$ cat config.mk
export PLATFORM = sky130hd
export DESIGN_NAME = ptt_timer
export DESIGN_NICKNAME = d
export VERILOG_FILES = /design/src/hdl/ptt_pkg.sv /design/src/hdl/ptt_core_if.sv /design/src/hdl/ptt_tick_core.sv /design/src/hdl/ptt_timer.sv
export VERILOG_INCLUDE_DIRS = /design/src /design/src/hdl
export SDC_FILE = /design/constraint.sdc
export NUM_CORES = 1
export LEC_CHECK = 0
export BUFFER_PORTS_ARGS = -buffer_cell sky130_fd_sc_hd__buf_2
export CAP_MARGIN = 20
export CORE_MARGIN = 2
export CORE_UTILIZATION = 25
export CTS_BUF_LIST = sky130_fd_sc_hd__clkbuf_2
export DETAILED_ROUTE_END_ITERATION = 10
export PLACE_DENSITY_LB_ADDON = 0.2
export SETUP_SLACK_MARGIN = 0.02
export SLEW_MARGIN = 20
export SYNTH_ARGS = -nofsm -noshare
export SYNTH_HDL_FRONTEND = slang
export SYNTH_HIERARCHICAL = 1
export SYNTH_SLANG_ARGS = --single-unit
$ cat constraint.sdc
create_clock -name clk_sys -period 2.2 [get_ports clk_sys]
set_clock_uncertainty 0.1 [all_clocks]
set_input_delay 0.11 -clock clk_sys [delete_from_list [all_inputs] [get_ports clk_sys]]
set_output_delay 0.11 -clock clk_sys [all_outputs]
set_load 0.02 [all_outputs]
$ cat src/hdl/ptt_regs.svh
// register map, field positions, reset values and counts of the periodic tick timer
// assumes inclusion by bare name from any design file that needs the map
//
// What this block does
// - four-bit interval field picks tick spacing
// - timer runs only while enable bit set
// - busy flag high while control write crosses
// - interrupt enable gates the periodic request
// - flag sets each time interval elapses
// - writing one clears flag, zero keeps it
// - debug halt without run bit freezes timer
// - debug halt with run bit keeps counting
`ifndef PTT_REGS_SVH
`define PTT_REGS_SVH

// register indices; byte address is four times the index
`define PTT_IDX_CONTROL 10'h010
`define PTT_IDX_SYNC_STATUS 10'h011
`define PTT_IDX_IRQ_ENABLE 10'h012
`define PTT_IDX_IRQ_FLAG 10'h013
`define PTT_IDX_DEBUG_CONTROL 10'h015
`define PTT_ADDR_W 12

// field positions
`define PTT_PERIOD_MSB 6
`define PTT_PERIOD_LSB 3
`define PTT_ENABLE_BIT 0
`define PTT_BUSY_BIT 0
`define PTT_IRQ_BIT 0
`define PTT_RUN_IN_DEBUG_HALT_BIT 0
`define PTT_CONTROL_MASK 8'h79

// reset values
`define PTT_CONTROL_RST 8'h00
`define PTT_IRQ_ENABLE_RST 1'b0
`define PTT_IRQ_FLAG_RST 1'b0
`define PTT_DEBUG_RST 1'b0

// interval codes and counter size
`define PTT_PERIOD_OFF 4'h0
`define PTT_PERIOD_RSVD 4'hf
`define PTT_CNT_W 15
`define PTT_CNT_ZERO 15'h0000

`endif

$ cat src/hdl/ptt_pkg.sv
// types shared by the periodic tick timer
// assumes the register map header is included by the modules
package ptt_pkg;
    typedef logic [3:0] ptt_period_t;
    typedef enum logic [1:0] {PTT_SYNC_IDLE, PTT_SYNC_WAIT1, PTT_SYNC_WAIT2} ptt_sync_state_t;
endpackage

$ cat src/hdl/ptt_core_if.sv
// link between the register front end and the tick counter core
// assumes both ends run on clk_sys
`timescale 1ns/1ps
interface ptt_core_if;
    import ptt_pkg::*;
    logic step;
    logic enable;
    ptt_period_t period;
    logic tick;
    logic [14:0] count;
    modport ctrl (output step, output enable, output period, input tick, input count);
    modport core (input step, input enable, input period, output tick, output count);
endinterface

$ cat src/hdl/ptt_tick_core.sv
// tick counter core: counts counter-clock steps and pulses tick at the chosen interval
// assumes step is a one-cycle pulse per counter-clock edge, already gated by halt
`timescale 1ns/1ps
`include "ptt_regs.svh"
module ptt_tick_core
    import ptt_pkg::*;
(
    // clock and reset
    input wire logic clk_sys,
    input wire logic rst_n,
    // control and tick
    ptt_core_if.core bus
);

    logic [`PTT_CNT_W-1:0] cnt_reg;
    logic [`PTT_CNT_W-1:0] cnt_next;
    logic [`PTT_CNT_W-1:0] mask;
    logic tick_reg;
    logic tick_next;
    logic period_valid;

    ////////////////////////////////////////////////////////////////////////////////
    // interval mask: code n covers n+1 low counter bits, so code 1 gives 4 steps
    genvar gi;
    generate
        for (gi = 0; gi < `PTT_CNT_W; gi++)
        begin : g_mask
            assign mask[gi] = (4'(gi) <= bus.period);
        end
    endgenerate

    assign period_valid = (bus.period != `PTT_PERIOD_OFF) && (bus.period != `PTT_PERIOD_RSVD);

    ////////////////////////////////////////////////////////////////////////////////
    // counter next value and tick decision
    always_comb
    begin
        cnt_next = cnt_reg;
        tick_next = 1'b0;
        if (!bus.enable)
        begin
            cnt_next = `PTT_CNT_ZERO;
        end
        else if (bus.step)
        begin
            cnt_next = cnt_reg + 15'h0001;
            tick_next = period_valid && ((cnt_reg & mask) == mask);
        end
    end

    // counter state; wraps freely so every interval stays a power of two
    always_ff @(posedge clk_sys)
    begin
        if (!rst_n)
        begin
            cnt_reg <= `PTT_CNT_ZERO;
        end
        else
        begin
            cnt_reg <= cnt_next;
        end
    end

    // tick pulse register
    always_ff @(posedge clk_sys)
    begin
        if (!rst_n)
        begin
            tick_reg <= 1'b0;
        end
        else
        begin
            tick_reg <= tick_next;
        end
    end

    assign bus.tick = tick_reg;
    assign bus.count = cnt_reg;

endmodule

$ cat src/hdl/ptt_timer.sv
// periodic tick timer top: apb register file, control crossing, flag and interrupt
// assumes counter clock level arrives on rtc_clk_in synchronous to clk_sys and far slower
//
// Design decision made here: the APB interface to the registers.
`timescale 1ns/1ps
`include "ptt_regs.svh"
module ptt_timer
    import ptt_pkg::*;
(
    // clock and reset
    input wire logic clk_sys,
    input wire logic rst_n,
    // apb slave
    input wire logic psel,
    input wire logic penable,
    input wire logic pwrite,
    input wire logic [`PTT_ADDR_W-1:0] paddr,
    input wire logic [31:0] pwdata,
    output logic [31:0] prdata,
    output logic pready,
    output logic pslverr,
    // counter clock and debug
    input wire logic rtc_clk_in,
    input wire logic dbg_halt,
    // interrupt
    output logic irq
);

    ptt_core_if core_bus ();

    logic setup;
    logic access_done;
    logic wr_commit;
    logic sel_ctrl;
    logic sel_stat;
    logic sel_ien;
    logic sel_flag;
    logic sel_dbg;
    logic addr_hit;
    logic [7:0] rd_byte;
    logic pready_reg;
    logic pslverr_reg;
    logic [31:0] prdata_reg;
    logic [7:0] ctrl_reg;
    logic irq_en_reg;
    logic dbg_run_reg;
    logic flag_reg;
    logic flag_next;
    logic irq_reg;
    logic rtc_prev_reg;
    logic rtc_edge;
    logic wr_ctrl;
    logic busy;
    logic run;
    ptt_sync_state_t sync_reg;
    ptt_sync_state_t sync_next;
    ptt_period_t period_live_reg;
    logic en_live_reg;

    ////////////////////////////////////////////////////////////////////////////////
    // apb address decode
    assign sel_ctrl = (paddr == {`PTT_IDX_CONTROL, 2'b00});
    assign sel_stat = (paddr == {`PTT_IDX_SYNC_STATUS, 2'b00});
    assign sel_ien = (paddr == {`PTT_IDX_IRQ_ENABLE, 2'b00});
    assign sel_flag = (paddr == {`PTT_IDX_IRQ_FLAG, 2'b00});
    assign sel_dbg = (paddr == {`PTT_IDX_DEBUG_CONTROL, 2'b00});
    assign addr_hit = sel_ctrl | sel_stat | sel_ien | sel_flag | sel_dbg;

    // phases: answer comes in the first access cycle, so no wait states
    assign setup = psel & ~penable;
    assign access_done = psel & penable & pready_reg;
    assign wr_commit = access_done & pwrite & ~pslverr_reg;
    assign wr_ctrl = wr_commit & sel_ctrl;

    // read mux; unmapped reads give zero with an error
    always_comb
    begin
        rd_byte = 8'h00;
        if (sel_ctrl)
        begin
            rd_byte = ctrl_reg;
        end
        else if (sel_stat)
        begin
            rd_byte[`PTT_BUSY_BIT] = busy;
        end
        else if (sel_ien)
        begin
            rd_byte[`PTT_IRQ_BIT] = irq_en_reg;
        end
        else if (sel_flag)
        begin
            rd_byte[`PTT_IRQ_BIT] = flag_reg;
        end
        else if (sel_dbg)
        begin
            rd_byte[`PTT_RUN_IN_DEBUG_HALT_BIT] = dbg_run_reg;
        end
    end

    // ready strobe: high exactly in the access cycle after a setup
    always_ff @(posedge clk_sys)
    begin
        if (!rst_n)
        begin
            pready_reg <= 1'b0;
        end
        else
        begin
            pready_reg <= setup;
        end
    end

    // read data and error captured during setup, held through access
    always_ff @(posedge clk_sys)
    begin
        if (!rst_n)
        begin
            prdata_reg <= 32'h0000_0000;
            pslverr_reg <= 1'b0;
        end
        else if (setup)
        begin
            prdata_reg <= {24'h00_0000, rd_byte};
            pslverr_reg <= ~addr_hit;
        end
    end

    ////////////////////////////////////////////////////////////////////////////////
    // software-written registers
    always_ff @(posedge clk_sys)
    begin
        if (!rst_n)
        begin
            ctrl_reg <= `PTT_CONTROL_RST;
        end
        else if (wr_ctrl)
        begin
            ctrl_reg <= pwdata[7:0] & `PTT_CONTROL_MASK; // reserved bits read zero
        end
    end

    // interrupt enable and debug-run bits
    always_ff @(posedge clk_sys)
    begin
        if (!rst_n)
        begin
            irq_en_reg <= `PTT_IRQ_ENABLE_RST;
            dbg_run_reg <= `PTT_DEBUG_RST;
        end
        else
        begin
            if (wr_commit && sel_ien)
            begin
                irq_en_reg <= pwdata[`PTT_IRQ_BIT];
            end
            if (wr_commit && sel_dbg)
            begin
                dbg_run_reg <= pwdata[`PTT_RUN_IN_DEBUG_HALT_BIT];
            end
        end
    end

    ////////////////////////////////////////////////////////////////////////////////
    // counter clock edge detect; the pin is already synchronous to clk_sys
    always_ff @(posedge clk_sys)
    begin
        if (!rst_n)
        begin
            rtc_prev_reg <= 1'b0;
        end
        else
        begin
            rtc_prev_reg <= rtc_clk_in;
        end
    end

    assign rtc_edge = rtc_clk_in & ~rtc_prev_reg;

    // control crossing: new value takes effect after two counter-clock edges
    always_comb
    begin
        sync_next = sync_reg;
        unique case (sync_reg)
            PTT_SYNC_IDLE:
            begin
                sync_next = PTT_SYNC_IDLE;
            end
            PTT_SYNC_WAIT1:
            begin
                if (rtc_edge)
                begin
                    sync_next = PTT_SYNC_WAIT2;
                end
            end
            PTT_SYNC_WAIT2:
            begin
                if (rtc_edge)
                begin
                    sync_next = PTT_SYNC_IDLE;
                end
            end
            default:
            begin
                sync_next = PTT_SYNC_IDLE;
            end
        endcase
        // a write while busy restarts the crossing rather than being dropped
        if (wr_ctrl)
        begin
            sync_next = PTT_SYNC_WAIT1;
        end
    end

    always_ff @(posedge clk_sys)
    begin
        if (!rst_n)
        begin
            sync_reg <= PTT_SYNC_IDLE;
        end
        else
        begin
            sync_reg <= sync_next;
        end
    end

    assign busy = (sync_reg != PTT_SYNC_IDLE);

    // live copy seen by the counter, loaded when the crossing completes
    always_ff @(posedge clk_sys)
    begin
        if (!rst_n)
        begin
            period_live_reg <= `PTT_PERIOD_OFF;
            en_live_reg <= 1'b0;
        end
        else if (sync_reg == PTT_SYNC_WAIT2 && rtc_edge && !wr_ctrl)
        begin
            period_live_reg <= ctrl_reg[`PTT_PERIOD_MSB:`PTT_PERIOD_LSB];
            en_live_reg <= ctrl_reg[`PTT_ENABLE_BIT];
        end
    end

    ////////////////////////////////////////////////////////////////////////////////
    // counter core hookup; halt without run bit swallows counter edges
    assign run = en_live_reg & (dbg_run_reg | ~dbg_halt);
    assign core_bus.step = rtc_edge & run;
    assign core_bus.enable = en_live_reg;
    assign core_bus.period = period_live_reg;

    ptt_tick_core i_ptt_tick_core (
        .clk_sys(clk_sys),
        .rst_n(rst_n),
        .bus(core_bus.core)
    );

    ////////////////////////////////////////////////////////////////////////////////
    // periodic flag: a tick in the same cycle as a clear wins
    always_comb
    begin
        flag_next = flag_reg;
        if (wr_commit && sel_flag && pwdata[`PTT_IRQ_BIT])
        begin
            flag_next = 1'b0;
        end
        if (core_bus.tick)
        begin
            flag_next = 1'b1;
        end
    end

    always_ff @(posedge clk_sys)
    begin
        if (!rst_n)
        begin
            flag_reg <= `PTT_IRQ_FLAG_RST;
        end
        else
        begin
            flag_reg <= flag_next;
        end
    end

    // interrupt level, registered so the pin is glitch free
    always_ff @(posedge clk_sys)
    begin
        if (!rst_n)
        begin
            irq_reg <= 1'b0;
        end
        else
        begin
            irq_reg <= flag_reg & irq_en_reg;
        end
    end

    assign prdata = prdata_reg;
    assign pready = pready_reg;
    assign pslverr = pslverr_reg;
    assign irq = irq_reg;

    ////////////////////////////////////////////////////////////////////////////////
    // checks
    busy_set_a: assert property (@(posedge clk_sys) disable iff (!rst_n)
        wr_ctrl |=> busy)
        else $error("busy not raised after control write");

    busy_clear_a: assert property (@(posedge clk_sys) disable iff (!rst_n)
        (sync_reg == PTT_SYNC_WAIT2 && rtc_edge && !wr_ctrl) |=>
        !busy && (en_live_reg == $past(ctrl_reg[`PTT_ENABLE_BIT])))
        else $error("crossing did not complete");

    flag_set_a: assert property (@(posedge clk_sys) disable iff (!rst_n)
        core_bus.tick |=> flag_reg)
        else $error("flag missed a tick");

    flag_clear_a: assert property (@(posedge clk_sys) disable iff (!rst_n)
        (wr_commit && sel_flag && pwdata[`PTT_IRQ_BIT] && !core_bus.tick) |=> !flag_reg)
        else $error("flag not cleared by one");

    flag_keep_a: assert property (@(posedge clk_sys) disable iff (!rst_n)
        (flag_reg && !(wr_commit && sel_flag && pwdata[`PTT_IRQ_BIT])) |=> flag_reg)
        else $error("flag dropped without clear");

    irq_gate_a: assert property (@(posedge clk_sys) disable iff (!rst_n)
        ##1 (irq == ($past(flag_reg) && $past(irq_en_reg))))
        else $error("irq not flag and enable");

    halt_freeze_a: assert property (@(posedge clk_sys) disable iff (!rst_n)
        (dbg_halt && !dbg_run_reg && en_live_reg) [*2] |=> $stable(core_bus.count))
        else $error("counter moved in debug halt");

    halt_run_a: assert property (@(posedge clk_sys) disable iff (!rst_n)
        (dbg_halt && dbg_run_reg && en_live_reg && rtc_edge) |=> (core_bus.count != $past(core_bus.count)))
        else $error("counter stalled with run bit");

    disabled_a: assert property (@(posedge clk_sys) disable iff (!rst_n)
        !en_live_reg |=> (core_bus.count == `PTT_CNT_ZERO) && !core_bus.tick)
        else $error("counter active while disabled");

    off_code_a: assert property (@(posedge clk_sys) disable iff (!rst_n)
        (period_live_reg == `PTT_PERIOD_OFF || period_live_reg == `PTT_PERIOD_RSVD) |=> !core_bus.tick)
        else $error("tick with off or reserved code");

    irq_block_a: assert property (@(posedge clk_sys) disable iff (!rst_n)
        !irq_en_reg [*2] |-> !irq)
        else $error("irq raised while disabled");

    apb_ready_a: assert property (@(posedge clk_sys) disable iff (!rst_n)
        setup |=> pready ##1 !pready)
        else $error("ready not one cycle after setup");

endmodule

==> run metrics <==
status=finished, final reports clean; Power Internal=0.967 mW; detailed-route via count=1,949; Final setup viols=0; Avg Cell Area, Syn=8.51 µm²; XOR/XNOR Fraction of Synth Area=3.77%; initial drt markers=26; Setup Fix Bufs, Post-CTS=0; worst hold path class=in -> reg; critical path startpoint category=input port; Placed Cells incl. Taps=405; Warnings, synthesis=6; routability cong.=0.723; clock sink count=40; WP data required=2430 ps; post-route cell area=0.00276 mm²; Cell Area, Placed=0.00247 mm²; global-route wire length before repair=9030 µm; HPWL Detailed=3660 µm; most common cell after layout, fill and taps aside=dfxtp_1; routed vias/inst=4.49; port bufs=31; wire per inst=11.9 µm; CTS tree=built; Diodes inserted=0; buffer and inverter count on the worst path=3; Max VDD drop=190 µV; DIE WIDTH=100 µm; Fillers=982; Slowest-stage cell, CP=dlygate4sd3_1; ys async rst share=0%; number of buffers created by CTS=5; part of the power in combinational logic=10.3%; I/O pin total=86; Yosys reg bits=40; FF-to-FF path depth=8; most frequent cells in the layout=dfxtp_1 (40), nand2_1 (36), buf_2 (31); cell row count=35; Die Area=0.0101 mm²; total power=1.32 mW; Starting Density=25.5%; Slew Limit Fails=0; Simple-Gate Fraction of Synth Area=31.2%; Die Y=100 µm; Netlist cell types=54; largest net degree at the start of global routing=38; CP endpoint kind=register; Post-Synth Adder-Cell Area=0.539%; Reg clk slew, reported paths=240 ps; CORE AREA=0.00911 mm²; Largest register FFs=15; register area share after synthesis=34.5%; CP arrival=2200 ps; worst skew pair latency=420 ps; Hold Violations, Final=0; CTS root buffer=clkbuf_2; setup slack at placement=176 ps; Reg power frac=55.3%; CTS Buffer Depth=2; final period utilization=89.9%; Crit path depth=10; largest family of logic cells by synthesized area=simple AND/OR/NAND/NOR gates; synthesis-to-finish area growth=19.0%; RSZ-0062 raised after global routing=no; PD cells=479 mW/mm²; Setup TNS=0 ps; max_cap viols=0; post-synthesis instance total=273; Max FO, Critical Path=9; initial antenna violation count=0; Cell Chain, Critical Path=dlygate4sd3_1, buf_2, nor2b_1, nand2_1, a21oi_2, nand4_2, buf_4, nor2_1, nand3_1, mux2_2; htree depth=2; gr ovfl total=0; Switch Pwr=0.357 mW; Worst Slack Setup Final=221 ps; vias in the first global route=1,945; Clock power frac=34.4%; ANT nets after route=0; fmax=505 MHz; leakage=1.10 nW; compound-cell area share of the yosys netlist=14.1%; switching share of power=26.9%; Crit path max-delay family=buffers and inverters; critical path class=in -> reg; mux cell area share after synthesis=3.50%; Total Routing Usage GR=10.9%; synthesized area=0.00232 mm²; DR pass1 iterations=4; Tmin final=1980 ps; final wirelength=5160 µm; top_reg_cell synth=dfxtp_1; slowest stage delay, CP=520 ps; Post-synth EDFFs=0; fin cells=434; layout cells sized above 1=18.0%; hold path cells=5; Post-route DRC=0; final-stage net count=374
worst paths after layout:
kind,to,from,slack [ps]
hold reg to reg,flag_reg$_SDFFE_PN0P_,i_ptt_tick_core/bus.tick$_SDFF_PN0_,370
setup reg to reg,i_ptt_tick_core/bus.count[13]$_SDFFE_PN0P_,rtc_prev_reg$_SDFF_PN0_,230
hold / removal,prdata[4]$_SDFFE_PN0P_,paddr[10],30
setup / recovery,i_ptt_tick_core/bus.count[13]$_SDFFE_PN0P_,rtc_clk_in,220
cells by family (layout without fill, tap and decap cells):
group / after synthesis / after routing
flip-flops: 40 / 40
AO/OA/AOI/OAI: 45 / 45
buffers and inverters: 44 / 68
multiplexers: 8 / 8
other: 1 / 27
XOR/XNOR: 10 / 10
adder cells (fa/ha/maj): 1 / 1
AND/OR/NAND/NOR: 124 / 124
Yosys cell counts, types with 2 or more instances:
cell type	instances	area [µm²]
nor4_2	2	25.0
and3_1	4	25.0
nor3b_1	2	15.0
a21boi_0	5	37.5
a31oi_1	7	43.8
xor2_1	3	26.3
nand2_1	36	135
nor2b_1	11	68.8
o311ai_1	3	26.3
nand2b_1	6	37.5
nor2_1	24	90.1
and2_1	2	12.5
a21oi_1	5	25.0
inv_1	4	15.0
or3_1	4	25.0
o21a_1	2	15.0
xnor2_1	7	61.3
buf_4	28	210
o41ai_1	2	17.5
clkbuf_1	9	33.8
mux2i_1	7	70.1
nor4b_1	2	17.5
nand3_1	8	40.0
o211ai_1	3	22.5
nand4_1	4	25.0
a211oi_1	2	15.0
o21ai_0	4	20.0
nor4_4	2	42.5
o311ai_0	5	43.8
dfxtp_1	40	801
nor3_1	5	25.0
or2_2	2	12.5
buf_6	2	22.5
what timing repair did:
action,4_1_cts,5_1_grt
endpoints found under the hold margin,17,1
gates resized for setup,0,2
hold buffers,20,1
endpoints found under the setup margin,0,3
final cells by class:
| type | count | area, µm² | share of cell area (%) |
|---|---|---|---|
| inverters | 4 | 15.0 | 0.543 |
| multi-input cells | 215 | 1350 | 48.7 |
| clock buffers | 5 | 25.0 | 0.905 |
| repair buffers | 56 | 395 | 14.3 |
| clock inverters | 3 | 42.5 | 1.54 |
| flip-flops and latches | 40 | 801 | 29.0 |
| well taps | 111 | 139 | 5.02 |
worst reg2reg max path: stages, from the launching register on:
cell,delay (ps)
dfxtp_1,360
nor2b_1,240
nand2_1,110
a21oi_2,180
nand4_2,200
buf_4,230
nor2_1,110
nand3_1,100
mux2_2,280
power groups by stage:
stage / clock network (mW) / logic, mW / registers (mW)
after floorplan: 0 / 0.116 / 0.747
after global placement: 0 / 0.117 / 0.746
after detailed placement: 0 / 0.116 / 0.746
after CTS: 0.481 / 0.134 / 0.732
after global routing: 0.508 / 0.151 / 0.733
final: 0.456 / 0.136 / 0.732
layer usage:
metal  track usage [%]  routed length [µm]  share of wire [%]
met1              14.3                2520                 49
met2              18.3                2370                 46
met3              2.37                 233                4.5
met4              2.53                  40               0.78
met5                 0                   0                  0
stage by stage:
step | util, % | hold slack (ps)
final | 30.3 | 26.8
after global routing | 30.3 | 5.15
after CTS | 30.1 | 3.91
after detailed placement | 27.2 | 262
after global placement | 27.2 | 245
after floorplan | - | 111
No activity file was read; power rests on OpenSTA's default activity.
